`config.mk`:
```
export PLATFORM = sky130hd
export DESIGN_NAME = avw_vendor_widget
export DESIGN_NICKNAME = d
export VERILOG_FILES = /design/src/logic/avw_pkg.sv /design/src/logic/avw_vendor_widget.sv
export VERILOG_INCLUDE_DIRS = /design/src /design/src/logic
export SDC_FILE = /design/constraint.sdc
export NUM_CORES = 1
export LEC_CHECK = 0
export BUFFER_PORTS_ARGS = -buffer_cell sky130_fd_sc_hd__clkbuf_2
export CAP_MARGIN = 20
export CORE_MARGIN = 10
export CORE_UTILIZATION = 60
export DETAILED_ROUTE_END_ITERATION = 10
export PLACE_DENSITY = 0.86
export SLEW_MARGIN = 20
export SYNTH_ARGS = -nofsm -noshare
export SYNTH_HDL_FRONTEND = slang
export SYNTH_SLANG_ARGS = --single-unit
```
`constraint.sdc`:
```
create_clock -name clk -period 4.8 [get_ports clk]
set_clock_uncertainty 0.2 [all_clocks]
set_input_delay 0.72 -clock clk [delete_from_list [all_inputs] [get_ports clk]]
set_output_delay 0.72 -clock clk [all_outputs]
set_load 0.02 [all_outputs]
```
`src/logic/avw_cfg.svh`:
```
/*
 * Verb codes, field positions and reset values of the vendor widget verb decoder.
 * Assumes 12-bit verb identifiers, each with an 8-bit payload, as carried on the codec link.
 */
`ifndef AVW_CFG_SVH
`define AVW_CFG_SVH

`define AVW_VERB_GET_PARAM 12'hf00
`define AVW_VERB_SET_STREAM_ID 12'h73c
`define AVW_VERB_GET_STREAM_ID 12'hf3c
`define AVW_VERB_SET_MBOX_B0 12'h71c
`define AVW_VERB_SET_MBOX_B1 12'h71d
`define AVW_VERB_SET_MBOX_B2 12'h71e
`define AVW_VERB_SET_MBOX_B3 12'h71f
`define AVW_VERB_GET_MBOX 12'hf1e
`define AVW_VERB_CLOCK_OFF 12'h728
`define AVW_VERB_SET_UNSOL 12'h708
`define AVW_VERB_GET_UNSOL 12'hf08
`define AVW_VERB_SET_VCFG 12'h781
`define AVW_VERB_GET_VCFG 12'hf81
`define AVW_VERB_CAPTURE 12'h782
`define AVW_VERB_GET_CAP_TC 12'hf83
`define AVW_VERB_GET_CAP_WC 12'hf84
`define AVW_VERB_GET_OFFSET 12'hf85
`define AVW_VERB_SET_OFFSET_B0 12'h785
`define AVW_VERB_SET_OFFSET_B1 12'h786
`define AVW_VERB_SET_OFFSET_B2 12'h787
`define AVW_VERB_SET_OFFSET_B3 12'h788
`define AVW_VERB_SET_DEV_INDEX 12'h789
`define AVW_VERB_GET_DEV_INDEX 12'hf89

`define AVW_PARAM_WIDGET_CAPS 8'h09
`define AVW_WIDGET_TYPE_VENDOR 4'hf

`define AVW_TAG_MSB 7
`define AVW_TAG_LSB 3
`define AVW_ENTRY_MSB 2
`define AVW_UNSOL_EN_BIT 7
`define AVW_UNSOL_TAG_MSB 5
`define AVW_PORT_SEL_MSB 7
`define AVW_PORT_SEL_LSB 4
`define AVW_DP12_BIT 1
`define AVW_EXPOSE_ALL_BIT 0
`define AVW_DEV_INDEX_MSB 5
`define AVW_PORT_COUNT 9

`define AVW_RESET_BYTE 8'h00
`define AVW_RESET_WORD 32'h0000_0000

`endif

```
`src/logic/avw_pkg.sv`:
```
/*
 * Types of the vendor widget verb decoder: verb request, stream tag table and the block state.
 * Assumes avw_cfg.svh is on the include path.
 */
`default_nettype none

package avw_pkg;

    typedef struct packed {
        logic [11:0] verb;
        logic [7:0] payload;
    } avw_verb_t;

    typedef logic [7:0][4:0] avw_tags_t;

    typedef struct packed {
        logic [3:0] port_select;
        logic dp12_feature_enable;
        logic expose_all_widgets;
    } avw_vcfg_t;

    typedef struct packed {
        avw_tags_t stream_tags;
        logic [2:0] entry_index;
        logic [31:0] driver_mailbox;
        logic unsolicited_enable;
        logic [5:0] unsol_tag;
        avw_vcfg_t vcfg;
        logic [31:0] captured_time_code;
        logic [31:0] captured_wall_clock;
        logic [31:0] time_code_offset;
        logic [5:0] device_index;
        logic resp_valid;
        logic [31:0] resp_data;
        logic unsol_valid;
        logic [5:0] unsol_tag_out;
        logic clock_off;
        logic [8:0] widget_visible;
    } avw_state_t;

endpackage

`default_nettype wire

```
`src/logic/avw_vendor_widget.sv`:
```
/*
 * Vendor widget verb decoder of a display audio codec: stream tags, driver mailbox with
 * unsolicited response, vendor configuration, time-code capture, time-code offset and device index.
 * Assumes verbs, counters and the function group reset arrive on the codec link clock.
 */
// Behaviour
// stream verb bits 7:3 give 5-bit tag
// bits 2:0 pick which tag entry
// parameter 09h returns type Fh, rest zero
// mailbox byte 71Eh, F1Eh returns all bytes
// verb 728h is clock off, payload ignored
// bit 7 allows unsolicited response on mailbox
// unsolicited response carries 6-bit tag
// vendor config set 781h, get F81h
// bits 7:4 choose one of nine ports
// bit 1 enables DP1.2 features
// bit 0 exposes all pins and converters
// config survives function group reset
// verb 782h captures both counters together
// read returns captured 32-bit time code
// read returns captured 32-bit wall clock
// offset loaded by four byte writes
// F85h returns offset, resets zero
// device index set 789h, get F89h
// index bits 5:0 select pipe, reset zero
// port chosen by four-bit field 7:4
// F83h time code, F84h wall clock
`include "avw_cfg.svh"
`default_nettype none

module avw_vendor_widget
    import avw_pkg::*;
(
    input wire logic clk,
    input wire logic reset_n,
    input wire logic fg_reset,
    input wire logic verb_valid,
    input wire avw_verb_t verb_in,
    input wire logic [31:0] time_code_counter,
    input wire logic [31:0] wall_clock_counter,
    output logic resp_valid,
    output logic [31:0] resp_data,
    output logic unsol_valid,
    output logic [5:0] unsol_tag,
    output logic clock_off,
    output avw_tags_t stream_sub_identifier,
    output logic [3:0] port_select,
    output logic dp12_feature_enable,
    output logic expose_all_widgets,
    output logic [8:0] widget_visible,
    output logic [31:0] time_code_offset,
    output logic [5:0] device_index
);

    avw_state_t st;
    avw_state_t next_st;
    logic [7:0] pl;

    assign pl = verb_in.payload;

    always_comb begin
        next_st = st;
        next_st.resp_valid = 1'b0;
        next_st.unsol_valid = 1'b0;
        next_st.clock_off = 1'b0;
        // a function group reset clears volatile state; the vendor configuration is kept
        if (fg_reset) begin
            next_st = '0;
            next_st.vcfg = st.vcfg;
        end else if (verb_valid) begin
            next_st.resp_valid = 1'b1;
            next_st.resp_data = `AVW_RESET_WORD;
            case (verb_in.verb)
                `AVW_VERB_GET_PARAM: begin
                    if (pl == `AVW_PARAM_WIDGET_CAPS) begin
                        next_st.resp_data[23:20] = `AVW_WIDGET_TYPE_VENDOR;
                    end
                end
                `AVW_VERB_SET_STREAM_ID: begin
                    next_st.entry_index = pl[`AVW_ENTRY_MSB:0];
                    next_st.stream_tags[pl[`AVW_ENTRY_MSB:0]] = pl[`AVW_TAG_MSB:`AVW_TAG_LSB];
                end
                `AVW_VERB_GET_STREAM_ID: begin
                    next_st.resp_data[7:0] = {st.stream_tags[st.entry_index], st.entry_index};
                end
                `AVW_VERB_SET_MBOX_B0: next_st.driver_mailbox[7:0] = pl;
                `AVW_VERB_SET_MBOX_B1: next_st.driver_mailbox[15:8] = pl;
                `AVW_VERB_SET_MBOX_B2: begin
                    next_st.driver_mailbox[23:16] = pl;
                    // only writes to this byte raise the unsolicited response
                    next_st.unsol_valid = st.unsolicited_enable;
                    next_st.unsol_tag_out = st.unsol_tag;
                end
                `AVW_VERB_SET_MBOX_B3: next_st.driver_mailbox[31:24] = pl;
                `AVW_VERB_GET_MBOX: next_st.resp_data = st.driver_mailbox;
                `AVW_VERB_CLOCK_OFF: next_st.clock_off = 1'b1;
                `AVW_VERB_SET_UNSOL: begin
                    next_st.unsolicited_enable = pl[`AVW_UNSOL_EN_BIT];
                    next_st.unsol_tag = pl[`AVW_UNSOL_TAG_MSB:0];
                end
                `AVW_VERB_GET_UNSOL: begin
                    next_st.resp_data[7:0] = {st.unsolicited_enable, 1'b0, st.unsol_tag};
                end
                `AVW_VERB_SET_VCFG: begin
                    next_st.vcfg.port_select = pl[`AVW_PORT_SEL_MSB:`AVW_PORT_SEL_LSB];
                    next_st.vcfg.dp12_feature_enable = pl[`AVW_DP12_BIT];
                    next_st.vcfg.expose_all_widgets = pl[`AVW_EXPOSE_ALL_BIT];
                end
                `AVW_VERB_GET_VCFG: begin
                    next_st.resp_data[7:0] = {st.vcfg.port_select, 2'b00,
                        st.vcfg.dp12_feature_enable, st.vcfg.expose_all_widgets};
                end
                `AVW_VERB_CAPTURE: begin
                    next_st.captured_time_code = time_code_counter;
                    next_st.captured_wall_clock = wall_clock_counter;
                end
                `AVW_VERB_GET_CAP_TC: next_st.resp_data = st.captured_time_code;
                `AVW_VERB_GET_CAP_WC: next_st.resp_data = st.captured_wall_clock;
                `AVW_VERB_GET_OFFSET: next_st.resp_data = st.time_code_offset;
                `AVW_VERB_SET_OFFSET_B0: next_st.time_code_offset[7:0] = pl;
                `AVW_VERB_SET_OFFSET_B1: next_st.time_code_offset[15:8] = pl;
                `AVW_VERB_SET_OFFSET_B2: next_st.time_code_offset[23:16] = pl;
                `AVW_VERB_SET_OFFSET_B3: next_st.time_code_offset[31:24] = pl;
                `AVW_VERB_SET_DEV_INDEX: next_st.device_index = pl[`AVW_DEV_INDEX_MSB:0];
                `AVW_VERB_GET_DEV_INDEX: next_st.resp_data[7:0] = {2'b00, st.device_index};
                default: next_st.resp_data = `AVW_RESET_WORD;
            endcase
        end
        // unassigned port codes expose nothing rather than wrapping onto a real port
        if (next_st.vcfg.expose_all_widgets) begin
            next_st.widget_visible = '1;
        end else if (next_st.vcfg.port_select < 4'(`AVW_PORT_COUNT)) begin
            next_st.widget_visible = 9'h001 << next_st.vcfg.port_select;
        end else begin
            next_st.widget_visible = 9'h000;
        end
    end

    always_ff @(posedge clk) begin
        if (!reset_n) begin
            st <= '0;
        end else begin
            st <= next_st;
        end
    end

    assign resp_valid = st.resp_valid;
    assign resp_data = st.resp_data;
    assign unsol_valid = st.unsol_valid;
    assign unsol_tag = st.unsol_tag_out;
    assign clock_off = st.clock_off;
    assign stream_sub_identifier = st.stream_tags;
    assign port_select = st.vcfg.port_select;
    assign dp12_feature_enable = st.vcfg.dp12_feature_enable;
    assign expose_all_widgets = st.vcfg.expose_all_widgets;
    assign widget_visible = st.widget_visible;
    assign time_code_offset = st.time_code_offset;
    assign device_index = st.device_index;

endmodule // avw_vendor_widget

`default_nettype wire

```
# Word-level counts from Yosys, hierarchy flattened
# Index checks and enable logic that the tools add are counted.
# Widths: inputs -> output; s select.
# word_totals
input_bits	88
output_inout_bits	134
elab_cells	104
register_bits	240
# classes
n_mux	23
magnitude_cmp	4
shifts	1
reduce_logical	17
bitwise	4
eq_ne	24
# op_table
op	n
$mux 149	2
$eq 12x11->1 const B	14
$eq 12x12->1 const B	9
$mux 64	1
$pmux 8 s8	1
$pmux 12 s4	1
$bwmux 40	1
$mux 8	4
$pmux 8 s4	1
$reduce_and 2->1	12
$pmux 4 s5	1
$mux 9	2
$bmux 5 s3	1
$demux 5 s3	1
$mux 6	2
$mux 5	2
$shl 1x4->9 const A	1
$eq 8x4->1 const B	1
$lt 3x4->1 const B	2
$mux 7	1
$lt 4x4->1 const B	1
$mux 4	1
$not 1->1	4
$reduce_or 4->1	1
other kinds (6)	6

# Longest topological paths before layout
# depth
depth_word	8
depth_mapped	9
mapped_depth_nobuf	6

# Worst setup path after synthesis
# No wires, ideal clock.
# synth_path
kind	in2reg
start	input verb_in[13] (netlist bit)
end	register st (netlist bit widget_visible[5])
path_buffers	2
path_slack_ns	2.070
path_stages	8
arrival_time_ns	2.408
required_time_ns	4.478
setup_time_ns	0.122
path_cell_list	or4b_1 buf_2 nor3_2 buf_4 a21boi_1 o21ai_4 inv_2 a311o_1
# synth_via
elab_chain_cells	7
word_cells_on_any_way	8
cone_classes	1 x order compare; 1 x eq/ne; 1 x shift; 5 x mux
# synth_rtl
element	line_no	text
start, declared	avw_vendor_widget.sv:38	input wire avw_verb_t verb_in,
$eq 12x11->1 (*)	avw_vendor_widget.sv:73	case (verb_in.verb)
$mux 6 (*)	avw_vendor_widget.sv:73	
$mux 149 (*)	avw_vendor_widget.sv:70	end else if (verb_valid) begin
$mux 149 (*)	avw_vendor_widget.sv:67	if (fg_reset) begin
$lt 4x4->1 or $shl 1x4->9 (tied branches)	avw_vendor_widget.sv:132, avw_vendor_widget.sv:133	
$mux 9	avw_vendor_widget.sv:132	end else if (next_st.vcfg.port_select < 4'(`AVW_PORT_COUNT)) begin
$mux 9 (*)	avw_vendor_widget.sv:130	if (next_st.vcfg.expose_all_widgets) begin
end signal, assigned	avw_vendor_widget.sv:143	st <= next_st;
end, declared	avw_vendor_widget.sv:55	avw_state_t st;
# Mark *: on every way between the ends. The rest lies on a longest branch, timed or not.
# A chain may end at the register's enable or synchronous reset.

# Final worst setup path
# layout_path
start	input verb_in[13] (netlist bit)
end	register st[126] (netlist bit)
# layout_via
elab_chain_cells	2
# layout_rtl
element	line_no
$eq 12x11->1	avw_vendor_widget.sv:73
$reduce_and 2->1 (no line)	n/a
# Every way passes these cells.

==> qor.txt <==
status: complete, no violations
multi-input logic area: 5080 um2
CTS resizes: 0
Final GP Congestion: 0.970
Syn Nets: 1383
GR Overflow Total: 0
Critical Path Source Type: input port
Longest Clk Path Bufs: 3
Leak: 0.00482 uW
Crit path required time: 5.04 ns
# DRC: 0
Setup violations, final: 0
Worst EP arrival: 3.57 ns
count leader, synth: dfxtp_1
Register Area: 4800 um2
vias in the first global route: 9327
Max-Cap Viols: 0
RSZ-0062 raised after global routing: no
Post-Layout Inst Area: 12300 um2
DR pass1 iterations: 6
Wirelength per Cell: 21.3 um
cts hold-fix bufs: 0
synth top area cells: dfxtp_1 (43%), buf_4 (8.7%), mux2i_1 (7.8%), nand2_1 (7.8%), a21oi_1 (4.9%)
clock slew at reported path FFs: 0.06 ns
Synth top cells by count: dfxtp_1 (240), nand2_1 (233), buf_4 (130), a21oi_1 (110), nor2_1 (100)
DIE AREA: 24700 um2
Worst setup EP type: register
via/cell ratio: 6.12
Inserted Clock Buffers: 26
HPWL after DPL: 23400 um
Filler cells: 1508
Final Hold Vio Count: 0
fmax: 0.300 GHz
Synth top area share: 42.7%
Crit Path Category: in -> reg
Port-buffer cells: 221
max_slew headroom: 31.7%
Hold Path Class: in -> reg
CTS H-tree depth: 1
ys async rst share: 0%
Initial Utilization: 60.6%
largest net degree at the start of global routing: 65
critical-path maximum fanout: 35
core box area: 18600 um2
Final ANT Viol Nets: 0
via count: 9677
Die Y: 157 um
Period Utilization, post-route: 69.4%
ratio of cells with drive above 1 in the final layout: 23.6%
initial antenna violation count: 2
Clk Latency, worst-skew pair: 0.53 ns
global-route wire length before repair: 51500 um
prevailing post-synth register cell: dfxtp_1
Yosys cell types: 64
post-synthesis cell count: 1295
# rows: 50
initial DRC count: 1150
Max VDD drop: 0.280 mV
Synth area leader: dfxtp_1
Post-CTS Setup Bufs: 0
final slew viol count: 0
P per Cell Area: 346 nW/um2
actual slew at the worst max-slew pin: 1.02 ns
Num Clock Sinks: 240
fin nets: 1414
Synth Warn #: 0
area of the mapped netlist: 11300 um2
TNS Setup: 0 ns
Area Growth Syn to Fin: 9.48%
TritonCTS clock tree: done
IO Count: 222
post-layout util: 66.4%
CTS Root Cell: clkbuf_16
drt total wl: 33700 um
Die Width: 157 um
Final min period: 3.33 ns
FF+latch count, synth: 240
All-Layer GR Usage: 26.0%
sequential share of the synthesized area: 42.7%
EDFF count, synth: 0
Syn Area/Cell: 8.70 um2
Area after DPL: 11400 um2
-- critical path, cell delays in order --
cell and delay (ns):
clkbuf_2 0.12, or4b_1 0.77, nor3_2 0.69, and3_2 0.74
buf_12 0.27, nand2_1 0.08, a21oi_1 0.16
-- report_power, final --
part           total [uW]  switching [uW]  leakage, uW  internal [uW]
Clock                2100             806     0.000443           1300
Combinational         171             125      0.00244           46.0
Sequential           1990           0.679      0.00193           1990
-- cell families (layout without fill, tap and decap cells) --
logic type / after synthesis / in the layout / synth area share (%)
and+or+nand+nor: 471 / 471 / 19.8
AOI/OAI and AO/OA: 244 / 244 / 14.6
DFF: 240 / 240 / 42.7
buffers and inverters: 236 / 286 / 12.5
muxes: 104 / 104 / 10.4
other: 0 / 1 / 0
-- flip-flops by register name, indices dropped and copies added, names as in the netlist, 4 cells and up --
register / count
st: 106
stream_sub_identifier: 40
resp_data: 32
time_code_offset: 32
widget_visible: 9
device_index: 6
unsol_tag: 6
port_select: 4
-- final cells by class --
type,instances,share of cell area [%]
multi-input cells,819,41.2
inverters,5,0.152
well taps,234,2.37
diodes,1,0.0203
flip-flops and latches,240,39.0
clock inverters,9,1.07
repair buffers,234,9.86
clock buffers,38,6.38
-- cell usage in the layout (no fill, tap or decap), drive strengths merged, types with 13 or more instances in the layout --
master	n
nor3	13
nand3	38
a221o	20
and3	13
nor2	100
a21oi	110
mux2i	88
dfxtp	240
nor2b	13
buf	13
a22o	41
o21ai	21
nor4	14
clkbuf	259
nand2	233
-- through the flow --
step           hold WS [ns]  cells  worst slack [ns]  total power [uW]
4_1_cts               0.208   1579              1.48              4270
2_1_floorplan         0.226   1295              2.07              2130
3_5_place_dp          0.242   1532             0.976              2200
3_3_place_gp          0.238   1532              1.07              2200
6_report              0.208   1580              1.47              4270
5_1_grt               0.217   1580              1.24              4370
-- worst paths after layout --
check | from | to | slack [ns] | cells after the start
min reg2reg | st[145] | st[145] | 0.25 | 2
max reg2reg | st[198] | resp_data[6] | 2.33 | 4
min | wall_clock_counter[31] | st[119] | 0.21 | 3
max | verb_in[13] | st[126] | 1.47 | 7
-- layer usage --
metal	vias up	GRT usage (%)	routed length, um
met5	-	0	13
met4	2	12.1	1430
met3	105	7.15	3800
met2	573	39.4	14900
met1	4563	33.8	13500
li1	4434	-	-
Power figures use the tool's default switching activity.
